## config.mk

```make
export PLATFORM = sky130hd
export DESIGN_NAME = ihbi_core
export DESIGN_NICKNAME = d
export VERILOG_FILES = /design/src/ihbi_pkg.sv /design/src/ihbi_rst_if.sv /design/src/ihbi_rst_filter.sv /design/src/ihbi_core.sv
export SDC_FILE = /design/constraint.sdc
export NUM_CORES = 1
export LEC_CHECK = 0
export BUFFER_PORTS_ARGS = -buffer_cell sky130_fd_sc_hd__clkbuf_2
export CAP_MARGIN = 30
export CORE_UTILIZATION = 55
export DETAILED_ROUTE_END_ITERATION = 10
export HOLD_SLACK_MARGIN = 0.12
export PLACE_DENSITY = 0.79
export SLEW_MARGIN = 20
export SYNTH_ARGS = -nofsm -noshare
export SYNTH_HDL_FRONTEND = slang
export SYNTH_SLANG_ARGS = --single-unit
```

## constraint.sdc

```tcl
create_clock -name clock -period 1.9 [get_ports clock]
set_clock_uncertainty 0.1 [all_clocks]
set_input_delay 0.095 -clock clock [delete_from_list [all_inputs] [get_ports clock]]
set_output_delay 0.095 -clock clock [all_outputs]
set_load 0.05 [all_outputs]
```

## src/ihbi_pkg.sv

```systemverilog
// Constants and types shared by the ISA host bus interface.
// Assumes a single 10 MHz core clock and pins sampled through synchronisers.
package ihbi_pkg;

  // ----------------------------------------------------------------
  // Timing
  // ----------------------------------------------------------------
  localparam int CLK_PERIOD_NS = 100;
  localparam int RST_MIN_NS    = 800;
  localparam int RST_MIN_CYC_I =
    (RST_MIN_NS + CLK_PERIOD_NS - 1) / CLK_PERIOD_NS;
  localparam int RST_CNT_W     = 4;
  localparam logic [RST_CNT_W-1:0] RST_MIN_CYC = RST_CNT_W'(RST_MIN_CYC_I);

  // ----------------------------------------------------------------
  // Field positions of the synchronised pin vector
  // ----------------------------------------------------------------
  localparam int PIN_AEN    = 0;
  localparam int PIN_IOR    = 1;
  localparam int PIN_IOW    = 2;
  localparam int PIN_MEMR   = 3;
  localparam int PIN_MEMW   = 4;
  localparam int PIN_SLOT   = 5;
  localparam int PIN_SA_LSB = 6;
  localparam int SA_W       = 20;
  localparam int PIN_IRQ_LSB = PIN_SA_LSB + SA_W;
  localparam int IRQ_N      = 8;
  localparam int PIN_SD_LSB = PIN_IRQ_LSB + IRQ_N;
  localparam int SD_W       = 16;
  localparam int PIN_W      = PIN_SD_LSB + SD_W;

  // ----------------------------------------------------------------
  // Address decode
  // ----------------------------------------------------------------
  localparam logic [11:0] PNP_ADDR_PORT = 12'h279;
  localparam logic [11:0] PNP_DATA_PORT = 12'hA79;
  localparam int          IO_WIN_LSB    = 5;
  localparam logic [1:0]  IO16_OFS      = 2'h2;
  localparam int          BROM_LSB      = 14;
  localparam int          BROM_W        = 6;

  // System interrupt level of each request line, line 0 first
  localparam logic [3:0] IRQ_LEVEL [0:IRQ_N-1] =
    '{4'h9, 4'h3, 4'h4, 4'h5, 4'hA, 4'hB, 4'hC, 4'hF};

  // ----------------------------------------------------------------
  // Reset values
  // ----------------------------------------------------------------
  localparam logic [PIN_W-1:0] PIN_IDLE = PIN_W'(5'h1F);
  localparam logic [7:0]       IRQ_OE_RST = 8'h01;

  // ----------------------------------------------------------------
  // State types
  // ----------------------------------------------------------------
  typedef enum logic [1:0] {
    RF_IDLE,
    RF_COUNT,
    RF_ACTIVE
  } ihbi_rf_e;

  typedef struct packed {
    logic                 s1;
    logic                 s2;
    logic                 s3;
    logic                 flt;
    logic [RST_CNT_W-1:0] cnt;
    ihbi_rf_e             st;
    logic                 active;
    logic                 release_p;
  } ihbi_rf_s;

  typedef struct packed {
    logic [PIN_W-1:0] s1;
    logic [PIN_W-1:0] s2;
    logic [PIN_W-1:0] s3;
    logic [PIN_W-1:0] flt;
    logic             ior_prev;
    logic             iow_prev;
    logic             memw_prev;
    logic             is16;
    logic [IRQ_N-1:0] irq_drive;
    logic [IRQ_N-1:0] irq_oe;
    logic [3:0]       irq_level;
    logic [IRQ_N-1:0] irq_mon;
    logic             od_level;
    logic             chrdy_oe;
    logic             xfer16_oe;
    logic [SD_W-1:0]  sd_drive;
    logic             sd_oe_lo;
    logic             sd_oe_hi;
    logic             bms_n;
    logic             io_rd;
    logic             io_wr;
    logic             pnp_addr_wr;
    logic             pnp_data_wr;
    logic             flash_wr;
    logic [SA_W-1:0]  addr;
    logic [SD_W-1:0]  wdata;
  } ihbi_state_s;

endpackage

```

## src/ihbi_rst_if.sv

```systemverilog
// Carries the filtered bus reset from the pulse filter to the bus core.
// Both ends run on the same core clock.
`timescale 1ns/1ps
interface ihbi_rst_if;
  logic bus_rst_active;
  logic bus_rst_release;

  modport filt (output bus_rst_active, output bus_rst_release);
  modport core (input  bus_rst_active, input  bus_rst_release);
endinterface

```

## src/ihbi_rst_filter.sv

```systemverilog
// Bus reset pulse filter: synchronises the ISA reset pin and qualifies it.
// Assumes the pin is asynchronous to the core clock.
`timescale 1ns/1ps
module ihbi_rst_filter
  import ihbi_pkg::*;
(
  input  wire logic clock,
  input  wire logic nrst,
  input  wire logic bus_reset,
  ihbi_rst_if.filt  rst
);
  import ihbi_pkg::*;

  ihbi_rf_s r_reg;
  ihbi_rf_s r_next;

  // ----------------------------------------------------------------
  // Pulse qualification
  // ----------------------------------------------------------------
  always_comb begin
    r_next           = r_reg;
    r_next.s1        = bus_reset;
    r_next.s2        = r_reg.s1;
    r_next.s3        = r_reg.s2;
    if (r_reg.s2 == r_reg.s3) begin
      r_next.flt = r_reg.s2;
    end
    r_next.release_p = 1'b0;
    case (r_reg.st)
      RF_IDLE: begin
        if (r_reg.flt) begin
          r_next.st  = RF_COUNT;
          r_next.cnt = RST_CNT_W'(1);
        end
      end
      RF_COUNT: begin
        // A pulse that drops before the minimum width leaves no trace
        if (!r_reg.flt) begin
          r_next.st = RF_IDLE;
        end else if (r_reg.cnt == RST_MIN_CYC - RST_CNT_W'(1)) begin // RULE_09
          r_next.st     = RF_ACTIVE;
          r_next.active = 1'b1;
        end else begin
          r_next.cnt = r_reg.cnt + RST_CNT_W'(1);
        end
      end
      RF_ACTIVE: begin
        if (!r_reg.flt) begin
          r_next.st        = RF_IDLE;
          r_next.active    = 1'b0;
          r_next.release_p = 1'b1;
        end
      end
      default: begin
        r_next.st = RF_IDLE;
      end
    endcase
  end

  always_ff @(posedge clock or negedge nrst) begin
    if (!nrst) begin
      r_reg <= '{s1: 1'b0, s2: 1'b0, s3: 1'b0, flt: 1'b0,
                 cnt: '0, st: RF_IDLE, active: 1'b0, release_p: 1'b0};
    end else begin
      r_reg <= r_next;
    end
  end

  assign rst.bus_rst_active  = r_reg.active;
  assign rst.bus_rst_release = r_reg.release_p;
endmodule

```

## src/ihbi_core.sv

```systemverilog
// ISA host bus interface: command qualification, interrupt lines, wait
// states, slot sensing, 16-bit indication, reset filter, memory decode.
// Assumes all bus pins are asynchronous and the core answers via ready.
`timescale 1ns/1ps

// What this block does, and what it expects of the host
// (RULE_01) I/O commands count only while address enable low
// (RULE_02) Eight request lines mapped to levels 15..2/9
// (RULE_03) One selected line drives, others stay released
// (RULE_04) All request lines monitored for conflicts
// (RULE_05) Channel ready pulled low while core busy
// (RULE_06) Slot width latched when bus reset ends
// (RULE_07) Same pin then signals 16-bit transfers, open drain
// (RULE_08) 16-bit indication decoded without waiting for strobes
// (RULE_09) Bus reset high pulses under 800 ns ignored
// (RULE_10) Plug-and-play ports fully decoded, bit 10 zero
// (RULE_11) Memory write strobe makes flash write commands
// (RULE_12) Boot memory select on base match and strobe
// (RULE_13) Eight-bit slot: low byte only, no indication
// (RULE_14) Host keeps ISA ordering and waits on ready
module ihbi_core
  import ihbi_pkg::*;
(
  input  wire logic                   clock,
  input  wire logic                   nrst,
  input  wire logic                   bus_reset,
  input  wire logic                   aen,
  input  wire logic                   ior_n,
  input  wire logic                   iow_n,
  input  wire logic                   smemr_n,
  input  wire logic                   smemw_n,
  input  wire logic [ihbi_pkg::SA_W-1:0]  sa,
  input  wire logic [ihbi_pkg::SD_W-1:0]  sd_level,
  output logic      [ihbi_pkg::SD_W-1:0]  sd_drive,
  output logic                        sd_oe_lo,
  output logic                        sd_oe_hi,
  input  wire logic [ihbi_pkg::IRQ_N-1:0] irq_out_lines_level,
  output logic      [ihbi_pkg::IRQ_N-1:0] irq_out_lines,
  output logic      [ihbi_pkg::IRQ_N-1:0] irq_out_lines_oe,
  output logic                        chrdy_drive,
  output logic                        chrdy_oe,
  input  wire logic                   slot_width_sense,
  output logic                        xfer16_drive,
  output logic                        xfer16_oe,
  output logic                        boot_mem_select_n,
  input  wire logic [9:0]             io_base,
  input  wire logic [ihbi_pkg::BROM_W-1:0] brom_base,
  input  wire logic                   flash_wr_en,
  input  wire logic [2:0]             irq_select,
  input  wire logic                   irq_request,
  input  wire logic                   core_ready,
  input  wire logic [ihbi_pkg::SD_W-1:0]  rd_data,
  output logic                        io_rd_pulse,
  output logic                        io_wr_pulse,
  output logic                        pnp_addr_wr,
  output logic                        pnp_data_wr,
  output logic                        flash_wr_pulse,
  output logic      [ihbi_pkg::SA_W-1:0]  host_addr,
  output logic      [ihbi_pkg::SD_W-1:0]  host_wdata,
  output logic      [ihbi_pkg::IRQ_N-1:0] irq_line_monitor,
  output logic      [3:0]             irq_level,
  output logic                        slot_is_16,
  output logic                        bus_reset_active
);
  import ihbi_pkg::*;

  ihbi_state_s r_reg;
  ihbi_state_s r_next;
  ihbi_rst_if  rst_if ();

  // ----------------------------------------------------------------
  // Reset pulse filter
  // ----------------------------------------------------------------
  ihbi_rst_filter u_rst_filter (
    .clock     (clock),
    .nrst      (nrst),
    .bus_reset (bus_reset),
    .rst       (rst_if)
  );

  // ----------------------------------------------------------------
  // Decode of the filtered pins
  // ----------------------------------------------------------------
  logic [PIN_W-1:0] pins_now;
  logic [SA_W-1:0]  f_sa;
  logic [SD_W-1:0]  f_sd;
  logic             aen_ok;
  logic             ior_act;
  logic             iow_act;
  logic             memr_act;
  logic             memw_act;
  logic             io_hit;
  logic             io16_hit;
  logic             mem_hit;
  logic             pnp_a_hit;
  logic             pnp_d_hit;

  assign pins_now = {sd_level, irq_out_lines_level, sa, slot_width_sense,
                     smemw_n, smemr_n, iow_n, ior_n, aen};
  assign f_sa     = r_reg.flt[PIN_SA_LSB +: SA_W];
  assign f_sd     = r_reg.flt[PIN_SD_LSB +: SD_W];
  assign aen_ok   = !r_reg.flt[PIN_AEN]; // RULE_01
  assign ior_act  = !r_reg.flt[PIN_IOR];
  assign iow_act  = !r_reg.flt[PIN_IOW];
  assign memr_act = !r_reg.flt[PIN_MEMR];
  assign memw_act = !r_reg.flt[PIN_MEMW];
  assign io_hit   = aen_ok && (f_sa[9:IO_WIN_LSB] == io_base[9:IO_WIN_LSB]);
  // Data port window; the decode looks only at address lines and address enable
  assign io16_hit = io_hit && (f_sa[4:3] == IO16_OFS); // RULE_08
  assign mem_hit  = (f_sa[BROM_LSB +: BROM_W] == brom_base);
  // Twelve bits decoded, so bit 10 must read zero for a match
  assign pnp_a_hit = aen_ok && (f_sa[11:0] == PNP_ADDR_PORT); // RULE_10
  assign pnp_d_hit = aen_ok && (f_sa[11:0] == PNP_DATA_PORT); // RULE_10

  // ----------------------------------------------------------------
  // Next state
  // ----------------------------------------------------------------
  always_comb begin
    r_next     = r_reg;
    r_next.s1  = pins_now;
    r_next.s2  = r_reg.s1;
    r_next.s3  = r_reg.s2;
    // A bit moves only once the second and third stages agree
    r_next.flt = (r_reg.s2 & r_reg.s3) | (r_reg.flt & (r_reg.s2 ^ r_reg.s3));

    r_next.ior_prev  = ior_act;
    r_next.iow_prev  = iow_act;
    r_next.memw_prev = memw_act;

    if (rst_if.bus_rst_release) begin
      r_next.is16 = r_reg.flt[PIN_SLOT]; // RULE_06
    end

    r_next.irq_oe    = IRQ_N'(1) << irq_select; // RULE_03
    r_next.irq_drive = {IRQ_N{irq_request}} & r_next.irq_oe;
    r_next.irq_level = IRQ_LEVEL[irq_select]; // RULE_02
    r_next.irq_mon   = r_reg.flt[PIN_IRQ_LSB +: IRQ_N]; // RULE_04

    r_next.io_rd = io_hit && ior_act && !r_reg.ior_prev; // RULE_01
    r_next.io_wr = io_hit && iow_act && !r_reg.iow_prev; // RULE_01
    r_next.pnp_addr_wr = pnp_a_hit && iow_act && !r_reg.iow_prev;
    r_next.pnp_data_wr = pnp_d_hit && iow_act && !r_reg.iow_prev;
    r_next.addr  = f_sa;
    // Eight-bit slot drops the upper lane so stray bus noise never leaks in
    r_next.wdata = r_next.is16 ? f_sd : {8'h00, f_sd[7:0]}; // RULE_13

    r_next.chrdy_oe = io_hit && (ior_act || iow_act) && !core_ready; // RULE_05

    // Lanes follow the width latched on this very edge, so a changed
    // strap never meets a decode that was made for the old width
    r_next.sd_drive = r_next.is16 ? rd_data : {8'h00, rd_data[7:0]};
    r_next.sd_oe_lo = io_hit && ior_act;
    r_next.sd_oe_hi = io16_hit && ior_act && r_next.is16; // RULE_13

    // Pin is released while reset lasts, so the strap can be sensed
    r_next.xfer16_oe = r_next.is16 && io16_hit; // RULE_07

    r_next.bms_n = !(mem_hit
                     && (memr_act || (memw_act && flash_wr_en))); // RULE_12
    r_next.flash_wr = mem_hit && flash_wr_en && memw_act
                      && !r_reg.memw_prev; // RULE_11

    if (rst_if.bus_rst_active) begin
      r_next.io_rd       = 1'b0;
      r_next.io_wr       = 1'b0;
      r_next.pnp_addr_wr = 1'b0;
      r_next.pnp_data_wr = 1'b0;
      r_next.flash_wr    = 1'b0;
      r_next.chrdy_oe    = 1'b0;
      r_next.sd_oe_lo    = 1'b0;
      r_next.sd_oe_hi    = 1'b0;
      r_next.xfer16_oe   = 1'b0;
      r_next.bms_n       = 1'b1;
    end
  end

  // ----------------------------------------------------------------
  // State register
  // ----------------------------------------------------------------
  always_ff @(posedge clock or negedge nrst) begin
    if (!nrst) begin
      r_reg           <= '0;
      r_reg.s1        <= PIN_IDLE;
      r_reg.s2        <= PIN_IDLE;
      r_reg.s3        <= PIN_IDLE;
      r_reg.flt       <= PIN_IDLE;
      r_reg.irq_oe    <= IRQ_OE_RST;
      r_reg.irq_level <= IRQ_LEVEL[0];
      r_reg.bms_n     <= 1'b1;
    end else begin
      r_reg <= r_next;
    end
  end

  // ----------------------------------------------------------------
  // Outputs
  // ----------------------------------------------------------------
  assign sd_drive          = r_reg.sd_drive;
  assign sd_oe_lo          = r_reg.sd_oe_lo;
  assign sd_oe_hi          = r_reg.sd_oe_hi;
  assign irq_out_lines     = r_reg.irq_drive;
  assign irq_out_lines_oe  = r_reg.irq_oe;
  // Both open-drain pins only ever pull low; the enables do the work
  assign chrdy_drive       = r_reg.od_level;
  assign chrdy_oe          = r_reg.chrdy_oe;
  assign xfer16_drive      = r_reg.od_level;
  assign xfer16_oe         = r_reg.xfer16_oe;
  assign boot_mem_select_n = r_reg.bms_n;
  assign io_rd_pulse       = r_reg.io_rd;
  assign io_wr_pulse       = r_reg.io_wr;
  assign pnp_addr_wr       = r_reg.pnp_addr_wr;
  assign pnp_data_wr       = r_reg.pnp_data_wr;
  assign flash_wr_pulse    = r_reg.flash_wr;
  assign host_addr         = r_reg.addr;
  assign host_wdata        = r_reg.wdata;
  assign irq_line_monitor  = r_reg.irq_mon;
  assign irq_level         = r_reg.irq_level;
  assign slot_is_16        = r_reg.is16;
  assign bus_reset_active  = rst_if.bus_rst_active;
endmodule

```

==> results.toml <==
[status]
status = "finished, final reports clean"

[pwr]
leakage_nw = 6.63
ir_drop_mv = 1.01
p_sw_frac = 0.260
comb_power_share = 0.126
power.density_mw_per_mm2 = 1120
p_clk_frac = 0.369
power.switching_w = 0.00379
seq_power_share = 0.504
internal-power_w = 0.0108

[floorplanning]
dieArea_mm2 = 0.0189
core_region_area_mm2 = 0.0180
start_util = 0.561
std_cell_rows = 49
fp.dieW_um = 137
num_io_pins = 185
die_h_um = 137

[routing]
firstDrtPassIters = 6
wl_per_cell_um = 16.8
drcViolationCount = 0
drtIter0Drc = 185
via_per_inst = 4.91
drt-total-wl_mm = 18.9
antenna_left = 0
vias = 5529

[synthesis]
synth-edff-count = 0
ys_warn_count = 0
ys_ff_latch = 306
ys_types = 44
synthMuxAreaShare = 0.00248
avgSynthCellArea_um2 = 16.5
synth_compound_area_frac = 0.0490
synth_largest_area_cell = "dfrtp_1"
synth_cells = 610
synth_top_family_by_area = "buffers and inverters"
synth_area_mm2 = 0.0101
async_flop_share = 1.00
yosys.area.top_type_share = 0.700
ys_seq_area_frac = 0.763
yosys.area_share.simple = 0.0463
ys_top_cells_by_area = "dfrtp_1 (70%), ha_1 (6.3%), dfstp_2 (6.3%)"
synthFlopType = "dfrtp_1"
yosys.area_share.xor_xnor = 0.00695
synth_adder_area_share = 0.0643

[timing]
drv_slew = 0
slew_headroom = 0.675
tns_ps = 0
min_period_ps = 1780
rsz0062_at_grt = "no"
hold_viol_final = 0
worst_pin_slew_ps = 481
fin_crit_sh = 0.937
clock.fmax_ghz = 0.562
setup_viol = 0

[setup_path]
crit_family = "buffers and inverters"
path_buf_inv = 2
worstPathRequired_ps = 2260
end_kind = "flip-flop"
worstSetupPathType = "flip-flop to flip-flop"
r2r_start = "f_sa[16]"
cp_cell_sequence = "inv_1 > a2111oi_2 > dlygate4sd3_1 > and4_1"
cpPeakStageDelay_ps = 620
regToRegEndpoint = "flash_wr_pulse"
arrival_ps = 2140
crit_path_max_fanout = 4
crit_cells = 4
start_kind = "flip-flop"
ff2ff_setup_slack_ps = 120
slowest_stage = "dlygate4sd3_1"
ff2ff_path_depth = 4

[min_path]
hold_path_depth = 2
hold_end = "r_next[226]"
worstHoldStart = "irq_out_lines_level[5]"
hold_path.class = "input pin to flip-flop"

[layout]
regArea_mm2 = 0.00769
final_util = 0.725
mostFrequentLayoutCell = "dfrtp_1"
n_fill_cell = 1088
mostFrequentLayoutCells = "dfrtp_1 (282), clkbuf_2 (176), dlygate4sd3_1 (140)"
multiInputGateArea_mm2 = 0.00171
largest_reg_flops = 108
drive_gt1_frac = 0.294
finalNetCount = 1020
diodes = 0
synthToLayoutAreaGrowth_pct = 29.2

[placed_design]
dp_hpwl_mm = 10.6
routabilityCongestion = 0.793
port-buffer-count = 177

[cts]
cts_max_level = 1
clockBufferDepth = 3
cts_buffers = 29
cts_setup_buffers = 0
cts_tree = "done"
cts_sinks = 306
clockRootBuffer = "clkbuf_16"
clk_latency_ps = 520
clkTransAtPathRegs_ps = 60

[global_routing]
grt_pass1_wl_mm = 29.8
grt_pass1_vias = 6260
grtUsageTotal = 0.205
grt_start_max_net_pins = 69
grt_antenna_before_repair = 0
overflow = 0

[job]
cap_violations = 0
per-stage QoR:
stage | cell area (µm²) | hold WS [ps] | std cells | power [W] | setup slack (ps)
after floorplan | 10100 | -301 | 611 | 0.00864 | 342
after global placement | 10700 | -85.2 | 936 | 0.00893 | 470
after detailed placement | 10700 | -74.6 | 936 | 0.00905 | 406
after CTS | 13000 | 120 | 1127 | 0.0147 | 79.4
after global routing | 13000 | 126 | 1127 | 0.0152 | 13.6
final | 13000 | 132 | 1127 | 0.0146 | 120
final cells by class:
cell class | count | area share
clock buffer | 38 | 0.0614
clock inverter | 13 | 0.00721
inverter | 12 | 0.00346
multi-input combinational | 205 | 0.131
sequential | 306 | 0.590
tap | 229 | 0.0220
timing repair buffer | 324 | 0.184
power groups by stage:
stage	combinational (W)	clock (W)	sequential (W)
final	0.00185	0.00539	0.00736
after global routing	0.00199	0.00578	0.00741
after CTS	0.00184	0.00552	0.00735
after detailed placement	0.00159	0	0.00746
after global placement	0.00151	0	0.00741
after floorplan	0.00123	0	0.00741
synthesized netlist by cell type, types with 2 or more instances:
| cell | number |
|---|---|
| a2111oi_2 | 2 |
| a21o_1 | 49 |
| a21oi_1 | 5 |
| and2b_1 | 7 |
| and3_1 | 2 |
| buf_4 | 82 |
| clkbuf_1 | 5 |
| dfrtp_1 | 282 |
| dfstp_2 | 24 |
| ha_1 | 51 |
| inv_1 | 12 |
| nand2_1 | 8 |
| nand2b_1 | 2 |
| nand3_1 | 6 |
| nand3b_1 | 2 |
| nor2_1 | 14 |
| nor2b_1 | 12 |
| nor3_1 | 8 |
| nor4_1 | 2 |
| nor4b_1 | 3 |
| nor4bb_1 | 2 |
| o21ai_0 | 2 |
| xnor2_1 | 5 |
| xor2_1 | 3 |
worst max path at each step:
stage / slack [ps] / to / start
CTS: 80 / chrdy_oe / f_sa[8]
detailed placement: 410 / chrdy_oe / u_rst_filter.rst.bus_rst_active
finish: 120 / flash_wr_pulse / f_sa[16]
floorplan: 340 / sd_oe_hi / slot_is_16
global route: 10 / flash_wr_pulse / f_sa[14]
global placement: 470 / chrdy_oe / u_rst_filter.rst.bus_rst_active
metal layers:
metal  global-route usage  share of wire  wire, µm
met1                0.227           0.38      7230
met2                0.384           0.54     10200
met3               0.0493          0.056      1050
met4               0.0684          0.025       475
met5                    0              0         0
cells by family after synthesis:
family | after synthesis
XOR/XNOR | 8
adder cells (fa/ha/maj) | 52
flip-flops | 306
buffers and inverters | 100
multiplexers | 2
other | 1
AND/OR/NAND/NOR | 76
AO/OA/AOI/OAI | 65
timing repair:
item,4_1_cts,5_1_grt
hold buffers,140,1
endpoints found under the setup margin,0,2
hold endpoints to repair,401,6
resized for setup,0,0
(Power assumes the default switching activity.)
